===== config.mk =====
export PLATFORM = sky130hd
export DESIGN_NAME = conditional_skip_branch_unit
export DESIGN_NICKNAME = d
export VERILOG_FILES = /design/src/design/skip_branch_pkg.sv /design/src/design/branch_cond_if.sv /design/src/design/branch_cond_eval.sv /design/src/design/conditional_skip_branch_unit.sv
export SDC_FILE = /design/constraint.sdc
export NUM_CORES = 1
export LEC_CHECK = 0
export BUFFER_PORTS_ARGS = -buffer_cell sky130_fd_sc_hd__buf_2
export CORE_AREA = 2 2 88 73
export CTS_CLUSTER_DIAMETER = 40
export CTS_CLUSTER_SIZE = 40
export DETAILED_ROUTE_END_ITERATION = 12
export DIE_AREA = 0 0 90 75
export PLACE_DENSITY = 0.7
export SYNTH_ARGS = -nofsm -noshare
export SYNTH_HDL_FRONTEND = slang
export SYNTH_SLANG_ARGS = --single-unit

===== constraint.sdc =====
create_clock -name i_clk -period 5.9 [get_ports i_clk]
set_input_delay 1.18 -clock i_clk [delete_from_list [all_inputs] [get_ports i_clk]]
set_output_delay 1.18 -clock i_clk [all_outputs]
set_load 0.005 [all_outputs]

===== src/design/skip_branch_pkg.sv =====
// Shared constants and types for the conditional skip and branch unit
package skip_branch_pkg;
   // Instruction forms handled by the unit
   typedef enum logic [3:0] {
      OP_SKIP_IO_CLEAR              = 4'h0,
      OP_SKIP_IO_SET                = 4'h1,
      OP_BRANCH_STATUS_BIT_SET      = 4'h2,
      OP_BRANCH_STATUS_BIT_CLEAR    = 4'h3,
      OP_BRANCH_ON_EQUAL            = 4'h4,
      OP_BRANCH_ON_NOT_EQUAL        = 4'h5,
      OP_BRANCH_CARRY_SET           = 4'h6,
      OP_BRANCH_CARRY_CLEAR         = 4'h7,
      OP_BRANCH_SAME_OR_HIGHER      = 4'h8
   } branch_op_e;

   // Controller states
   typedef enum logic [0:0] {
      ST_IDLE = 1'b0,
      ST_BUSY = 1'b1
   } ctrl_state_e;

   // Widths
   localparam int DATA_W   = 8;
   localparam int SEL_W    = 3;
   localparam int OFFS_W   = 7;
   localparam int PC_W     = 14;
   localparam int CYCLE_W  = 2;

   // Status register bit positions
   localparam logic [SEL_W-1:0] STATUS_CARRY_BIT = 3'h0;
   localparam logic [SEL_W-1:0] STATUS_ZERO_BIT  = 3'h1;

   // Program counter advances, in words
   localparam int PC_STEP_NEXT      = 1;
   localparam int PC_STEP_SKIP_ONE  = 2;
   localparam int PC_STEP_SKIP_TWO  = 3;
   localparam int BRANCH_EXTRA      = 1;

   // Execution cycle counts
   localparam logic [CYCLE_W-1:0] CYC_NOT_TAKEN    = 2'h1;
   localparam logic [CYCLE_W-1:0] CYC_BRANCH_TAKEN = 2'h2;
   localparam logic [CYCLE_W-1:0] CYC_SKIP_ONE     = 2'h2;
   localparam logic [CYCLE_W-1:0] CYC_SKIP_TWO     = 2'h3;
   localparam logic [CYCLE_W-1:0] CYC_LAST_WAIT    = 2'h2;
endpackage : skip_branch_pkg


===== src/design/branch_cond_if.sv =====
// Carrier between the controller and the condition evaluator
`timescale 1ns/1ns
`default_nettype none
interface branch_cond_if;
   import skip_branch_pkg::*;
   branch_op_e          op;
   logic [SEL_W-1:0]    bit_sel;
   logic [DATA_W-1:0]   io_value;
   logic [DATA_W-1:0]   status;
   logic                cond_true;
   logic                is_skip;

   modport ctrl (output op, output bit_sel, output io_value, output status,
                 input cond_true, input is_skip);
   modport eval (input op, input bit_sel, input io_value, input status,
                 output cond_true, output is_skip);
endinterface : branch_cond_if
`default_nettype wire


===== src/design/branch_cond_eval.sv =====
// Combinational test of the skip or branch condition
`timescale 1ns/1ns
`default_nettype none
module branch_cond_eval (
   branch_cond_if.eval cif
);
   import skip_branch_pkg::*;

   logic io_bit;
   logic status_bit;

   assign io_bit     = cif.io_value[cif.bit_sel];
   assign status_bit = cif.status[cif.bit_sel];

   always_comb begin
      cif.is_skip   = 1'b0;
      cif.cond_true = 1'b0;
      case (cif.op)
         OP_SKIP_IO_CLEAR: begin
            cif.is_skip   = 1'b1;
            cif.cond_true = ~io_bit;
         end
         OP_SKIP_IO_SET: begin
            cif.is_skip   = 1'b1;
            cif.cond_true = io_bit;
         end
         OP_BRANCH_STATUS_BIT_SET:   cif.cond_true = status_bit;
         OP_BRANCH_STATUS_BIT_CLEAR: cif.cond_true = ~status_bit;
         OP_BRANCH_ON_EQUAL:         cif.cond_true = cif.status[STATUS_ZERO_BIT];
         OP_BRANCH_ON_NOT_EQUAL:     cif.cond_true = ~cif.status[STATUS_ZERO_BIT];
         OP_BRANCH_CARRY_SET:        cif.cond_true = cif.status[STATUS_CARRY_BIT];
         OP_BRANCH_CARRY_CLEAR:      cif.cond_true = ~cif.status[STATUS_CARRY_BIT];
         // Same-or-higher is the carry-clear test under another name
         OP_BRANCH_SAME_OR_HIGHER:   cif.cond_true = ~cif.status[STATUS_CARRY_BIT];
         default: begin
            cif.is_skip   = 1'b0;
            cif.cond_true = 1'b0;
         end
      endcase
   end
endmodule : branch_cond_eval
`default_nettype wire


===== src/design/conditional_skip_branch_unit.sv =====
// Skip and relative-branch decision with program counter update
// What this block does
// - Skip next instruction when I/O bit clear
// - Skip next instruction when I/O bit set
// - Branch by offset plus one if status bit set
// - Branch by offset plus one if status bit clear
// - Carry-clear branch jumps when carry is zero
// - Same-or-higher branch behaves as carry-clear test
`timescale 1ns/1ns
`default_nettype none
module conditional_skip_branch_unit
   import skip_branch_pkg::*;
#(
   parameter int PC_WIDTH     = PC_W,
   parameter int OFFSET_WIDTH = OFFS_W
) (
   // Clock and reset
   input  wire logic                      i_clk,
   input  wire logic                      i_rstn,
   // Request from the instruction decoder
   input  wire logic                      i_valid,
   input  wire skip_branch_pkg::branch_op_e i_op,
   input  wire logic [skip_branch_pkg::SEL_W-1:0]  i_bit_sel,
   input  wire logic [OFFSET_WIDTH-1:0]   i_offset,
   input  wire logic                      i_next_two_word,
   input  wire logic [PC_WIDTH-1:0]       i_pc,
   // Operands
   input  wire logic [skip_branch_pkg::DATA_W-1:0] i_io_value,
   input  wire logic [skip_branch_pkg::DATA_W-1:0] i_status,
   // Answer to the program counter logic
   output logic                           o_ready,
   output logic                           o_done,
   output logic                           o_taken,
   output logic [PC_WIDTH-1:0]            o_pc_next,
   output logic [skip_branch_pkg::CYCLE_W-1:0] o_cycles,
   output logic [skip_branch_pkg::DATA_W-1:0]  o_status
);
   import skip_branch_pkg::*;

   // Offset must fit inside the counter, or branch targets wrap wrongly
   if (PC_WIDTH < OFFSET_WIDTH) begin : pc_width_check
      $error("conditional_skip_branch_unit: PC_WIDTH must cover OFFSET_WIDTH");
   end
   // A one-bit offset would carry a sign and no magnitude
   if (OFFSET_WIDTH < 2) begin : offset_width_check
      $error("conditional_skip_branch_unit: OFFSET_WIDTH must be at least 2");
   end

   // Countdown assumes no multi-cycle form is shorter than the last wait
   if (CYC_BRANCH_TAKEN < CYC_LAST_WAIT || CYC_SKIP_ONE < CYC_LAST_WAIT) begin : cycle_check
      $error("conditional_skip_branch_unit: cycle table shorter than last wait");
   end

   // Word-wrapping add of a small unsigned step
   function automatic logic [PC_WIDTH-1:0] pc_add_step(input logic [PC_WIDTH-1:0] pc,
                                                       input int step);
      logic [PC_WIDTH-1:0] step_w;
      step_w = PC_WIDTH'(step);
      return pc + step_w;
   endfunction : pc_add_step

   // Relative target: signed offset sign-extended onto the counter width
   function automatic logic [PC_WIDTH-1:0] pc_add_offset(input logic [PC_WIDTH-1:0] pc,
                                                         input logic [OFFSET_WIDTH-1:0] k);
      logic [PC_WIDTH-1:0] k_ext;
      k_ext = {{(PC_WIDTH-OFFSET_WIDTH){k[OFFSET_WIDTH-1]}}, k};
      return pc_add_step(pc + k_ext, BRANCH_EXTRA);
   endfunction : pc_add_offset

   branch_cond_if cif ();

   assign cif.op       = i_op;
   assign cif.bit_sel  = i_bit_sel;
   assign cif.io_value = i_io_value;
   assign cif.status   = i_status;

   branch_cond_eval u_eval (
      .cif (cif)
   );

   ctrl_state_e          state_reg;
   logic [CYCLE_W-1:0]   remain_reg;
   logic [PC_WIDTH-1:0]  target_next;
   logic [CYCLE_W-1:0]   cycles_next;
   logic                 accept;
   logic                 skip_taken;
   logic                 branch_taken;
   logic                 multi_cycle;
   logic                 last_wait;

   // Ready is combinational so a new request can land on the edge that ends the completion pulse
   assign o_ready      = (state_reg == ST_IDLE);
   // Requests that meet a busy unit are dropped, not queued
   assign accept       = i_valid & o_ready;
   assign skip_taken   = cif.cond_true & cif.is_skip;
   assign branch_taken = cif.cond_true & ~cif.is_skip;
   assign multi_cycle  = (cycles_next != CYC_NOT_TAKEN);
   assign last_wait    = (remain_reg == '0);

   // Next program counter for the request at the input; wraps at the top
   always_comb begin
      if (branch_taken) begin
         target_next = pc_add_offset(i_pc, i_offset);
      end else if (skip_taken && i_next_two_word) begin
         // Skipped instruction is two words long
         target_next = pc_add_step(i_pc, PC_STEP_SKIP_TWO);
      end else if (skip_taken) begin
         target_next = pc_add_step(i_pc, PC_STEP_SKIP_ONE);
      end else begin
         // Not taken: plain sequential step
         target_next = pc_add_step(i_pc, PC_STEP_NEXT);
      end
   end

   // Execution length of the same request
   always_comb begin
      if (branch_taken) begin
         cycles_next = CYC_BRANCH_TAKEN;
      end else if (skip_taken && i_next_two_word) begin
         // One more cycle to step over the second word
         cycles_next = CYC_SKIP_TWO;
      end else if (skip_taken) begin
         cycles_next = CYC_SKIP_ONE;
      end else begin
         // Not taken: single cycle
         cycles_next = CYC_NOT_TAKEN;
      end
   end

   // Sequencer: idle until a request needs more than one cycle
   always_ff @(posedge i_clk) begin
      if (!i_rstn) begin
         state_reg <= ST_IDLE;
      end else begin
         case (state_reg)
            ST_IDLE: begin
               if (accept && multi_cycle) begin
                  state_reg <= ST_BUSY;
               end
            end
            ST_BUSY: begin
               // Back to idle on the edge that raises the completion pulse
               if (last_wait) begin
                  state_reg <= ST_IDLE;
               end
            end
            default: begin
               // Unused code: recover to idle
               state_reg <= ST_IDLE;
            end
         endcase
      end
   end

   // Wait cycles still owed before the completion pulse
   always_ff @(posedge i_clk) begin
      if (!i_rstn) begin
         remain_reg <= '0;
      end else if (state_reg == ST_IDLE) begin
         // Lengths above two owe extra wait cycles
         if (accept && multi_cycle) begin
            remain_reg <= cycles_next - CYC_LAST_WAIT;
         end
      end else if (!last_wait) begin
         remain_reg <= remain_reg - CYC_NOT_TAKEN;
      end
   end

   // Completion pulse after the instruction's full cycle count
   always_ff @(posedge i_clk) begin
      if (!i_rstn) begin
         o_done <= 1'b0;
      end else if (state_reg == ST_IDLE) begin
         // A single-cycle form finishes on its own accept edge
         o_done <= accept && !multi_cycle;
      end else begin
         o_done <= last_wait;
      end
   end

   // Condition outcome, held until the next request is taken
   always_ff @(posedge i_clk) begin
      if (!i_rstn) begin
         o_taken <= 1'b0;
      end else if (accept) begin
         o_taken <= cif.cond_true;
      end
   end

   // New program counter, held likewise
   always_ff @(posedge i_clk) begin
      if (!i_rstn) begin
         o_pc_next <= '0;
      end else if (accept) begin
         o_pc_next <= target_next;
      end
   end

   // Execution length reported alongside the target
   always_ff @(posedge i_clk) begin
      if (!i_rstn) begin
         o_cycles <= '0;
      end else if (accept) begin
         o_cycles <= cycles_next;
      end
   end

   // Flags pass through untouched; none of these forms writes them
   always_ff @(posedge i_clk) begin
      if (!i_rstn) begin
         o_status <= '0;
      end else if (accept) begin
         o_status <= i_status;
      end
   end
endmodule : conditional_skip_branch_unit
`default_nettype wire


## Word level (Yosys, flattened, before mapping)

Index checks and enable logic that the tools add are counted.

| storage, ports and cells | value |
|---|---|
| register bits | 29 |
| input port bits | 48 |
| output and inout bits | 27 |
| logic and storage cells | 63 |

| operators by class | value |
|---|---|
| add/subtract/negate cells | 7 |
| order comparisons | 1 |
| equality and inequality tests | 10 |
| multiplexer cells | 19 |
| bitwise operators | 9 |
| reductions and logical operators | 10 |

Operators by type and width:

| kind | count |
|---|---|
| two-way mux 14 bit | 3 |
| adder 14 x 1 -> 14 bit, second input constant | 2 |
| adder 14 x 2 -> 14 bit, second input constant | 2 |
| == test 4 x 3 -> 1 bit, second input constant | 4 |
| adder 14 bit | 1 |
| two-way mux 2 bit | 6 |
| == test 4 x 2 -> 1 bit, second input constant | 2 |
| one-hot mux 1 bit (8 select lines) | 1 |
| binary-select mux 1 bit (select 3 bit) | 2 |
| two-way mux 1 bit | 6 |
| NOT 1 bit | 6 |
| == test 4 x 1 -> 1 bit, second input constant | 1 |
| == test 4 bit, second input constant | 1 |
| logical NOT 4 bit | 1 |
| less-than comparator 3 x 4 -> 1 bit, second input constant | 1 |
| OR reduction 2 bit | 2 |
| bitwise AND 1 bit | 3 |
| logical AND 1 bit | 3 |
| logical NOT 2 bit | 1 |
| inequality test 2 x 1 -> 1 bit, second input constant | 1 |
| inequality test 2 bit, second input constant | 1 |
| one-hot mux 1 bit (2 select lines) | 1 |
| AND reduction 2 bit | 1 |
| nonzero test 2 bit | 1 |
| 3 further kinds | 3 |

## Depth between registers and ports, before layout

Gate-level depths: netlist of run 1.

| depth | value |
|---|---|
| word-level depth | 12 |
| mapped depth | 11 |
| gate-level depth less buffers | 11 |

## Modules after synthesis

From an unflattened synthesis of run 1, not the netlist that was laid out.

| unflattened totals | value |
|---|---|
| cell total of the unflattened synthesis | 291 |
| area total of the unflattened synthesis | 2,329.7 µm² |

Modules (own cells, without submodules):

| module | instances | cells each | area an instance (µm²) | sequential area each (µm²) |
|---|---|---|---|---|
| conditional_skip_branch_unit | 1 | 275 | 2,127.0 | 580.6 |
| branch_cond_eval | 1 | 16 | 202.7 | 0.0 |

## Least setup slack after synthesis of run 1

OpenSTA, ideal clock, no wires.

| path | value |
|---|---|
| path type | in2reg |
| start | in i_bit_sel[2] in the netlist's numbering |
| end | reg o_pc_next[10] |
| data arrival time | 3.139 ns |
| required time | 5.778 ns |
| setup slack | 2.639 ns |
| stages on the path | 8 |
| buffers on the path | 1 |
| cell sequence | buf_6 > mux2_1 > mux4_2 > mux2_4 > mux2_4 > and3b_4 > xnor2_2 > o21ai_1 |

| between the ends | value |
|---|---|
| word-level cells in the longest chain between the ends | 8 |
| elaborated cells between the ends (all ways) | 13 |
| those cells by class | 8 x mux; 4 x bitwise; 1 x reduce/logical |

Ends and longest elaborated chain:

| element | RTL line | RTL |
|---|---|---|
| from (decl) | conditional_skip_branch_unit.sv:23 | `input wire logic [skip_branch_pkg::SEL_W-1:0] i_bit_sel,` |
| binary-select mux 1 bit (select 3 bit) (on tied branches) | branch_cond_eval.sv:13, branch_cond_eval.sv:12 |  |
| two-way mux 1 bit (on tied branches) | branch_cond_eval.sv:13, branch_cond_eval.sv:12 |  |
| NOT 1 bit (on tied branches) | branch_cond_eval.sv:28, branch_cond_eval.sv:21 |  |
| one-hot mux 1 bit (8 select lines) * | branch_cond_eval.sv:18 | `case (cif.op)` |
| bitwise AND 1 bit | conditional_skip_branch_unit.sv:95 | `assign skip_taken = cif.cond_true & cif.is_skip;` |
| two-way mux 14 bit or logical AND 1 bit (tied branches) | conditional_skip_branch_unit.sv:107, conditional_skip_branch_unit.sv:104 |  |
| two-way mux 14 bit | conditional_skip_branch_unit.sv:104 | `end else if (skip_taken && i_next_two_word) begin` |
| two-way mux 14 bit * | conditional_skip_branch_unit.sv:102 | `if (branch_taken) begin` |
| to (signal assigned) | conditional_skip_branch_unit.sv:195 | `o_pc_next <= target_next;` |
| to (decl) | conditional_skip_branch_unit.sv:34 | `output logic [PC_WIDTH-1:0] o_pc_next,` |

Mark *: on every way between the ends. The rest lies on a longest branch, timed or not. The select of a mux whose other input is x is not followed.
A chain may end at the register's enable or synchronous reset.

## Final worst setup path of run 1

| path | value |
|---|---|
| start | in i_pc[0] |
| end | reg o_pc_next[12] |

| between the ends | value |
|---|---|
| word-level cells in the longest chain between the ends | 4 |
| elaborated cells between the ends (all ways) | 8 |
| those cells by class | 5 x add/sub; 3 x mux |

Ends and longest elaborated chain:

| element | RTL line | RTL |
|---|---|---|
| from (decl) | conditional_skip_branch_unit.sv:26 | `input wire logic [PC_WIDTH-1:0] i_pc,` |
| branches (longest 3 deep; another with adder 14 bit) | n/a |  |
| two-way mux 14 bit * | conditional_skip_branch_unit.sv:102 |  |

Every way passes the cells marked *.

==> metrics.yaml, run 1 <==
run_status:
  run_status: "finished, final reports clean"
power_and_ir_drop:
  power_frac_clock_pct: 34.0
  swShare_pct: 31.77
  p_int_mw: 0.4428
  p_sw_mw: 0.2062
  power.static_leakage_nw: 1.340
  ir_drop_mv: 0.08975
  p_per_area_mw_per_mm2: 212.0
  pwr-share-seq_pct: 34.3
  combPwrFrac_pct: 31.6
sta:
  fin_skew_ps: 4.443
  setup_viol: 0
  setup_slack_ps: 2470
  fin_crit_sh_pct: 58.14
  hold_viol: 0
  rsz0062_at_grt: "no"
  max_clock_freq_ghz: 0.2915
  min_period_ps: 3430
  slew_viol_final: 0
  finalSetupTns_ps: 0
  tightest_slew_ps: 888.1
  relSlewSlack_pct: 40.52
floorplanning:
  die_area_mm2: 0.006750
  fp-row-count: 25
  coreArea_mm2: 0.005818
  boundaryPins: 75
  die_w_um: 90
  die_h_um: 75
  start_util_pct: 43.10
final_layout:
  area_growth_pct: 22.11
  layout.nets: 443
  regArea_um2: 580.6
  largest_reg_flops: 14
  reg_top3: "o_pc_next: 14 flops, o_status: 8 flops"
  fillCellCount: 577
  antennaDiodeCount: 0
  top_register: "o_pc_next"
  multiInputGateArea_mm2: 0.001848
  drive_gt1_share_pct: 25.99
clock_network:
  cts-root-buf: "clkbuf_8"
  cts_buffer_depth: 2
  numCtsBuffers: 5
  cts_max_level: 2
  cts_hold_buffers: 0
  path_clk_slew_ps: 70
  cts_setup_buffers: 0
  cts_tree: "built"
  clock-sinks: 29
  cts_resized: 0
  clk_latency_ps: 290
synthesis:
  synth_seq_cells: 29
  postSynthCellCount: 304
  ys.flop_type: "dfxtp_1"
  synth-simple-area-share_pct: 21.56
  synth.area.mux_share_pct: 9.581
  yosys-top-cells-area: "dfxtp_1, ha_1, nand2_1, xnor2_1, mux2i_1"
  synth_top_area_share_pct: 23.15
  async_flop_share_pct: 0
  yosys_warnings: 0
  synth-edff-count: 0
  synth_largest_area_cell: "dfxtp_1"
  synth.cell_area_mm2: 0.002507
  synth_top_family_by_area: "compound AO/OA/AOI/OAI gates"
  synth_fa_ha_area_share_pct: 9.780
  ys_seq_area_share_pct: 23.15
  syn-num-nets: 371
  syn-mean-instance-area_um2: 8.248
  synth-compound-area-share_pct: 22.75
  yosysUniqueCellTypes: 59
  synthXorXnorAreaFrac_pct: 10.03
global_routing:
  track_usage_pct: 21.11
  grt-ovfl-total: 0
  grt_max_degree: 26
  antenna_found_initial: 0
  grt_pass1_vias: 2307
  grt_pass1_wl_um: 11450
detailed_routing:
  wl_met1_um: 3382
  dr_wl_met2_um: 3220
  top_layer: "met4"
  drc: 0
  vias: 2523
  postRouteAntennaNets: 0
  wl_per_cell_um: 15.44
  route.met3.wl_um: 431
  drt_pass1_iterations: 4
  routed_via_density: 5.509
  drtIter0Drc: 188
  totalWireLength_um: 7072
job:
  cap_violations: 0
placement:
  port_buffers: 74
  hpwl_um: 5542
  place.gp.congestion: 0.9092
  dp_slack_ps: 2223
worst_setup_path:
  endpoint_kind: "flop"
  critical_path_peak_fanout: 4
  crit_arrival_ps: 3630
  crit_required_ps: 6100
  critPathKind: "input port to flop"
  startpoint_type: "input port"
hold_path:
  hold_path.class: "flop to flop"
[synthesized netlist by cell type, types with 3 or more instances]
cell and n:
nor2_1 12, o21ai_0 16, a211oi_1 3, xnor2_1 17, nor2b_1 7, xor2_1 8, a22oi_1 4, a21boi_0 10
inv_1 9, nor3_1 13, o21ai_1 5, o21a_1 5, and2_1 3, ha_1 18, clkbuf_1 8, and3_1 3
o211ai_1 3, a21oi_1 11, mux2_4 4, nand2b_1 5, nand3_1 8, mux2i_1 9, nand2_1 41, a31oi_1 5
mux2_1 3, dfxtp_1 29, o22ai_1 3
[worst paths after layout]
check	startpoint	endpoint	slack [ps]	cells past startpoint
worst min register to register	o_pc_next[6]	o_pc_next[6]	440	2
worst max-delay path	i_pc[0]	o_pc_next[12]	2470	12
worst max register to register	state_reg	remain_reg[1]	3730	7
worst min-delay path	o_pc_next[6]	o_pc_next[6]	440	2
[metal layers]
| layer | GRT usage, % | vias to the layer above |
|---|---|---|
| met5 | 0 | - |
| li1 | - | 1271 |
| met2 | 33.50 | 68 |
| met1 | 30.65 | 1180 |
| met4 | 4.274 | 0 |
| met3 | 3.604 | 4 |
[worst max-delay path: stages]
cell and delay, ps:
buf_2 120, inv_1 160, ha_1 200, inv_1 50, fa_1 410, a211oi_1 340, nor2_1 130, o21ai_0 420
nand2b_1 170, a21oi_1 70, xnor2_1 150, a211oi_1 230
[cell families after synthesis]
| group | after synthesis |
|---|---|
| xor gates and xnor gates | 27 |
| muxes | 19 |
| AOI/OAI and AO/OA | 84 |
| adders and majority gates | 19 |
| buffers and inverters | 19 |
| DFF | 29 |
| and+or+nand+nor | 107 |
[power groups by stage]
stage	combinational [mW]	clock [mW]	sequential, mW
after floorplan	0.131	0	0.228
after global placement	0.200	0	0.227
after detailed placement	0.203	0	0.227
after CTS	0.204	0.225	0.223
after global routing	0.228	0.234	0.225
final	0.205	0.221	0.223
[stage by stage]
step,cell area (um^2),total power [mW],hold WS (ps),utilization [%],cells
floorplan,2507,0.3582,442.6,-,304
global route,3062,0.6873,466.1,52.62,458
global placement,2942,0.4273,435.7,50.56,450
detailed placement,2942,0.4299,440.5,50.56,450
finish,3062,0.6490,444.3,52.62,458
CTS,3062,0.6524,450.4,52.62,458
[area by class of cell]
| cell class | count | share of cell area (%) |
|---|---|---|
| multi-input cells | 256 | 60.36 |
| inverters | 9 | 1.103 |
| clock inverters | 2 | 1.226 |
| repair buffers | 75 | 12.34 |
| flip-flops and latches | 29 | 18.96 |
| clock buffers | 6 | 2.697 |
| well taps | 81 | 3.310 |
[layout by cell type (no fill, tap or decap), drive strengths merged, types with 9 or more instances in the layout]
cell / n
xnor2: 19
dfxtp: 29
buf: 75
a21boi: 10
ha: 18
mux2i: 9
nand2: 41
a21oi: 11
nor3: 13
nor2: 13
inv: 9
o21ai: 21
No activity file was read; power rests on OpenSTA's default activity.
==> inputs of run 2 (changes only) <==
--- a/config.mk
+++ b/config.mk
@@ -11,7 +11,7 @@
 export CTS_CLUSTER_SIZE = 40
 export DETAILED_ROUTE_END_ITERATION = 12
 export DIE_AREA = 0 0 90 75
-export PLACE_DENSITY = 0.7
+export PLACE_DENSITY = 0.73
 export SYNTH_ARGS = -nofsm -noshare
 export SYNTH_HDL_FRONTEND = slang
 export SYNTH_SLANG_ARGS = --single-unit
==> constraint.sdc (replaced) <==
create_clock -name i_clk -period 3 [get_ports i_clk]
set_input_delay 0.6 -clock i_clk [delete_from_list [all_inputs] [get_ports i_clk]]
set_output_delay 0.6 -clock i_clk [all_outputs]
set_load 0.005 [all_outputs]
==> run 2 against run 1 <==
Compared with the run above:
- sequential power increased by 96%
- hold slack improved by 10 ps
- clock skew increased by 5.6 ps
- register-to-register slack got worse by 2600 ps
- largest power group unchanged
- highest routed layer unchanged
==> metrics.yaml, run 2 (synthesized netlist as in run 1, its figures left out) <==
run_status:
  run_status: "finished, final reports clean"
worst_setup_path:
  endpoint_kind: "flop"
  crit_arrival_ps: 2830
  crit_required_ps: 3180
  critPathKind: "input port to flop"
  critical_path_peak_fanout: 8
  ff2ff_path_depth: 8
  startpoint_type: "input port"
final_layout:
  largest_reg_flops: 14
  antennaDiodeCount: 0
  top_register: "o_pc_next"
  layout_commonest_cell: "buf_2"
  utilization_pct: 53.20
  reg_top3: "o_pc_next: 14 flops, o_status: 8 flops"
  drive_gt1_share_pct: 27.72
  area_growth_pct: 23.45
  mostFrequentLayoutCells: "buf_2, nand2_1, dfxtp_1, ha_1, xnor2_1"
  layout.nets: 452
  fillCellCount: 570
detailed_routing:
  route.met3.wl_um: 362
  drt_pass1_iterations: 5
  dr_wl_met2_um: 3273
  totalWireLength_um: 7132
  drtIter0Drc: 159
  postRouteAntennaNets: 0
  drc: 0
  wl_per_cell_um: 15.27
  top_layer: "met4"
  vias: 2539
  wl_met1_um: 3461
  routed_via_density: 5.437
global_routing:
  grt_pass1_wl_um: 11740
  grt_pass1_vias: 2415
  antenna_found_initial: 0
  track_usage_pct: 21.66
  grt-ovfl-total: 0
  grt_max_degree: 26
sta:
  setup_slack_ps: 349.9
  rsz0062_at_grt: "no"
  max_clock_freq_ghz: 0.3773
  slew_viol_final: 0
  setup_viol: 0
  min_period_ps: 2650
  fin_crit_sh_pct: 88.34
  fin_skew_ps: 10.05
  tightest_slew_ps: 645.4
  finalSetupTns_ps: 0
  hold_viol: 0
  relSlewSlack_pct: 56.88
power_and_ir_drop:
  p_int_mw: 0.7725
  swShare_pct: 34.41
  p_per_area_mw_per_mm2: 380.5
  power_frac_clock_pct: 27.0
  pwr-share-seq_pct: 37.2
  combPwrFrac_pct: 35.8
  ir_drop_mv: 0.2483
  power_mw: 1.178
  power.static_leakage_nw: 1.367
  p_sw_mw: 0.4053
floorplanning:
  die_w_um: 90
  fp-row-count: 25
  die_area_mm2: 0.006750
  coreArea_mm2: 0.005818
  die_h_um: 75
  boundaryPins: 75
  start_util_pct: 43.10
hold_path:
  whs_path_depth: 2
  hold_path.class: "flop to flop"
clock_network:
  cts_max_level: 2
  cts_resized: 0
  cts_hold_buffers: 0
  clock-sinks: 29
  cts_setup_buffers: 0
  cts-root-buf: "clkbuf_8"
  numCtsBuffers: 5
  cts_tree: "built"
  path_clk_slew_ps: 60
  cts_buffer_depth: 2
  clk_latency_ps: 290
job:
  cap_violations: 0
placement:
  place.gp.congestion: 0.8546
  dp_slack_ps: 121.5
  port_buffers: 74
  hpwl_um: 5692
[run 2: critical path, cell delays in order]
cell and delay, ps:
buf_2 210, mux2_1 340, mux4_2 540, xnor2_2 230
nand3b_1 290, nand2b_1 250, o311a_1 120, a211oi_1 250
[run 2: final cells by class]
class / instances / area (um^2) / area share, %
inverter: 9 / 33.78 / 1.091
sequential: 29 / 580.6 / 18.76
clock inverter: 3 / 17.52 / 0.5659
tap: 81 / 101.3 / 3.274
multi-input combinational: 256 / 1848 / 59.70
timing repair buffer: 84 / 445.4 / 14.39
clock buffer: 5 / 68.82 / 2.223
[run 2: path summary, 6_finish.rpt]
path                            slack, ps       endpoint         start
worst max-delay path                  350  o_pc_next[12]  i_bit_sel[2]
worst min-delay path                  450   o_pc_next[6]  o_pc_next[6]
worst max register to register       1150  remain_reg[1]     state_reg
worst min register to register        450   o_pc_next[6]  o_pc_next[6]
[run 2: power groups by stage]
stage                     Sequential [mW]  Combinational (mW)  Clock [mW]
after global placement              0.447               0.407           0
after detailed placement            0.447               0.415           0
after global routing                0.443               0.465       0.339
after floorplan                     0.448               0.257           0
after CTS                           0.439               0.418       0.324
final                               0.438               0.421       0.318
[run 2: stage by stage]
stage	hold slack, ps	instance area [um^2]	std cells
CTS	453.5	3095	467
detailed placement	444.3	3009	459
global route	483.4	3095	467
finish	454.4	3095	467
global placement	437.3	3009	459
floorplan	442.6	2507	304
[run 2: layer usage]
metal | up-vias | track usage [%]
met5 | - | 0
met4 | 0 | 4.615
met3 | 2 | 4.104
met2 | 61 | 36.84
met1 | 1196 | 29.32
li1 | 1280 | -
==> inputs of run 3 (changes only) <==
--- a/config.mk
+++ b/config.mk
@@ -7,11 +7,12 @@
 export LEC_CHECK = 0
 export BUFFER_PORTS_ARGS = -buffer_cell sky130_fd_sc_hd__buf_2
 export CORE_AREA = 2 2 88 73
+export CTS_BUF_LIST = sky130_fd_sc_hd__clkbuf_8 sky130_fd_sc_hd__clkbuf_16
 export CTS_CLUSTER_DIAMETER = 40
 export CTS_CLUSTER_SIZE = 40
 export DETAILED_ROUTE_END_ITERATION = 12
 export DIE_AREA = 0 0 90 75
-export PLACE_DENSITY = 0.73
+export PLACE_DENSITY = 0.7
 export SYNTH_ARGS = -nofsm -noshare
 export SYNTH_HDL_FRONTEND = slang
 export SYNTH_SLANG_ARGS = --single-unit
==> constraint.sdc (replaced) <==
create_clock -name i_clk -period 2.5 [get_ports i_clk]
set_input_delay 0.5 -clock i_clk [delete_from_list [all_inputs] [get_ports i_clk]]
set_output_delay 0.5 -clock i_clk [all_outputs]
set_load 0.005 [all_outputs]
==> run 3 against run 2 <==
Compared with the run above:
- routed wire length down 3.5%
- final cell count rose by 4.1%
- global-route usage is 0.30 points lower
- clock skew shrank 4.3 ps
- flip-flop and latch count unchanged
- critical path type unchanged
==> metrics.yaml, run 3 (synthesized netlist as in run 1, its figures left out) <==
placement:
  place.gp.congestion: 0.8954
  placed_area_mm2: 0.003156
  hpwl_um: 5531
  port_buffers: 74
  dp_cells: 478
clock_network:
  cts_hold_buffers: 0
  cts_buffer_depth: 2
  numCtsBuffers: 5
  cts_setup_buffers: 0
  cts-root-buf: "clkbuf_8"
  clk_latency_ps: 280
  cts_tree: "built"
  cts_max_level: 2
  cts_resized: 0
  clock-sinks: 29
  path_clk_slew_ps: 70
floorplanning:
  die_w_um: 90
  die_area_mm2: 0.006750
  start_util_pct: 43.10
  boundaryPins: 75
  die_h_um: 75
  coreArea_mm2: 0.005818
  fp-row-count: 25
worst_setup_path:
  critical_path_peak_fanout: 5
  endpoint_kind: "flop"
  startpoint_type: "input port"
  crit_arrival_ps: 2560
  crit_required_ps: 2670
  critPathKind: "input port to flop"
global_routing:
  antenna_found_initial: 0
  grt_pass1_vias: 2488
  track_usage_pct: 21.36
  grt_max_degree: 26
  grt_pass1_wl_um: 11640
  grt-ovfl-total: 0
final_layout:
  fin_area_mm2: 0.003258
  drive_gt1_share_pct: 31.85
  fillCellCount: 558
  mostFrequentLayoutCells: "buf_2, nand2_1, dfxtp_1, buf_4, ha_1"
  antennaDiodeCount: 0
  reg_top3: "o_pc_next: 14 flops, o_status: 8 flops"
  largest_reg_flops: 14
  top_register: "o_pc_next"
  final_cell_count_no_fill: 486
  layout_commonest_cell: "buf_2"
  layout.nets: 471
  area_growth_pct: 29.94
sta:
  finalSetupTns_ps: 0
  slew_viol_final: 0
  fin_crit_sh_pct: 95.68
  relSlewSlack_pct: 51.62
  holdWs_ps: 457.8
  hold_viol: 0
  rsz0062_at_grt: "yes"
  max_clock_freq_ghz: 0.4181
  min_period_ps: 2392
  tightest_slew_ps: 724.2
  fin_skew_ps: 5.748
  setup_viol: 0
detailed_routing:
  wl_per_cell_um: 14.16
  drt_pass1_iterations: 4
  drc: 0
  postRouteAntennaNets: 0
  vias: 2594
  drtIter0Drc: 97
  totalWireLength_um: 6883
  routed_via_density: 5.337
hold_path:
  hold_path.class: "flop to flop"
power_and_ir_drop:
  power_mw: 1.445
  ir_drop_mv: 0.2297
  power.static_leakage_nw: 1.481
  p_per_area_mw_per_mm2: 443.5
job:
  cap_violations: 0
run_status:
  run_status: "finished, final reports clean"
## run 3: cell types whose count changed in the layout (fill, tap and decap cells not counted), sizes merged
cell / before / now
clkinvlp: 1 / 0
clkbuf: 5 / 6
buf: 84 / 102
inv: 9 / 10
## run 3: path summary, 6_finish.rpt
kind           startpoint             to  slack, ps  cells after the start
min reg2reg  o_pc_next[6]   o_pc_next[6]        460                      2
max          i_bit_sel[2]  o_pc_next[10]        110                      8
max reg2reg     state_reg  remain_reg[1]        720                      7
min          o_pc_next[6]   o_pc_next[6]        460                      2
## run 3: cell type report
cell class                      instances  area, um^2  share of cell area [%]
Sequential cell                        29       580.6                   17.82
Inverter                                9       33.78                   1.037
Multi-Input combinational cell        256        1869                   57.37
Clock inverter                          3       13.76                  0.4224
Clock buffer                            5       68.82                   2.112
Timing Repair Buffer                  103       590.6                   18.13
Tap cell                               81       101.3                   3.111
## run 3: power breakdown
part / total (mW) / switching (mW) / internal [mW]
Sequential: 0.525 / 0.0215 / 0.504
Clock: 0.382 / 0.194 / 0.189
Combinational: 0.537 / 0.276 / 0.262
## run 3: per-layer routing
metal / global-route usage (%) / up-vias / share of wire (%)
met5: 0 / - / 0
met4: 5.128 / 0 / 0.68
met3: 4.705 / 5 / 7.1
met2: 32.75 / 87 / 41
met1: 30.93 / 1183 / 51
li1: - / 1319 / -
## run 3: critical path, cell delays in order
cell	delay, ps
clkbuf_4	150
mux2_1	320
mux4_2	540
mux2_4	360
mux2_4	310
and3b_4	200
xnor2_2	120
o21ai_1	70
## run 3: metrics by stage
stage / worst slack (ps) / util [%]
after floorplan: -66.75 / -
after global placement: -199.6 / 54.24
after detailed placement: -215.3 / 54.24
after CTS: 82.02 / 55.66
after global routing: -49.00 / 56.00
final: 108.0 / 56.00
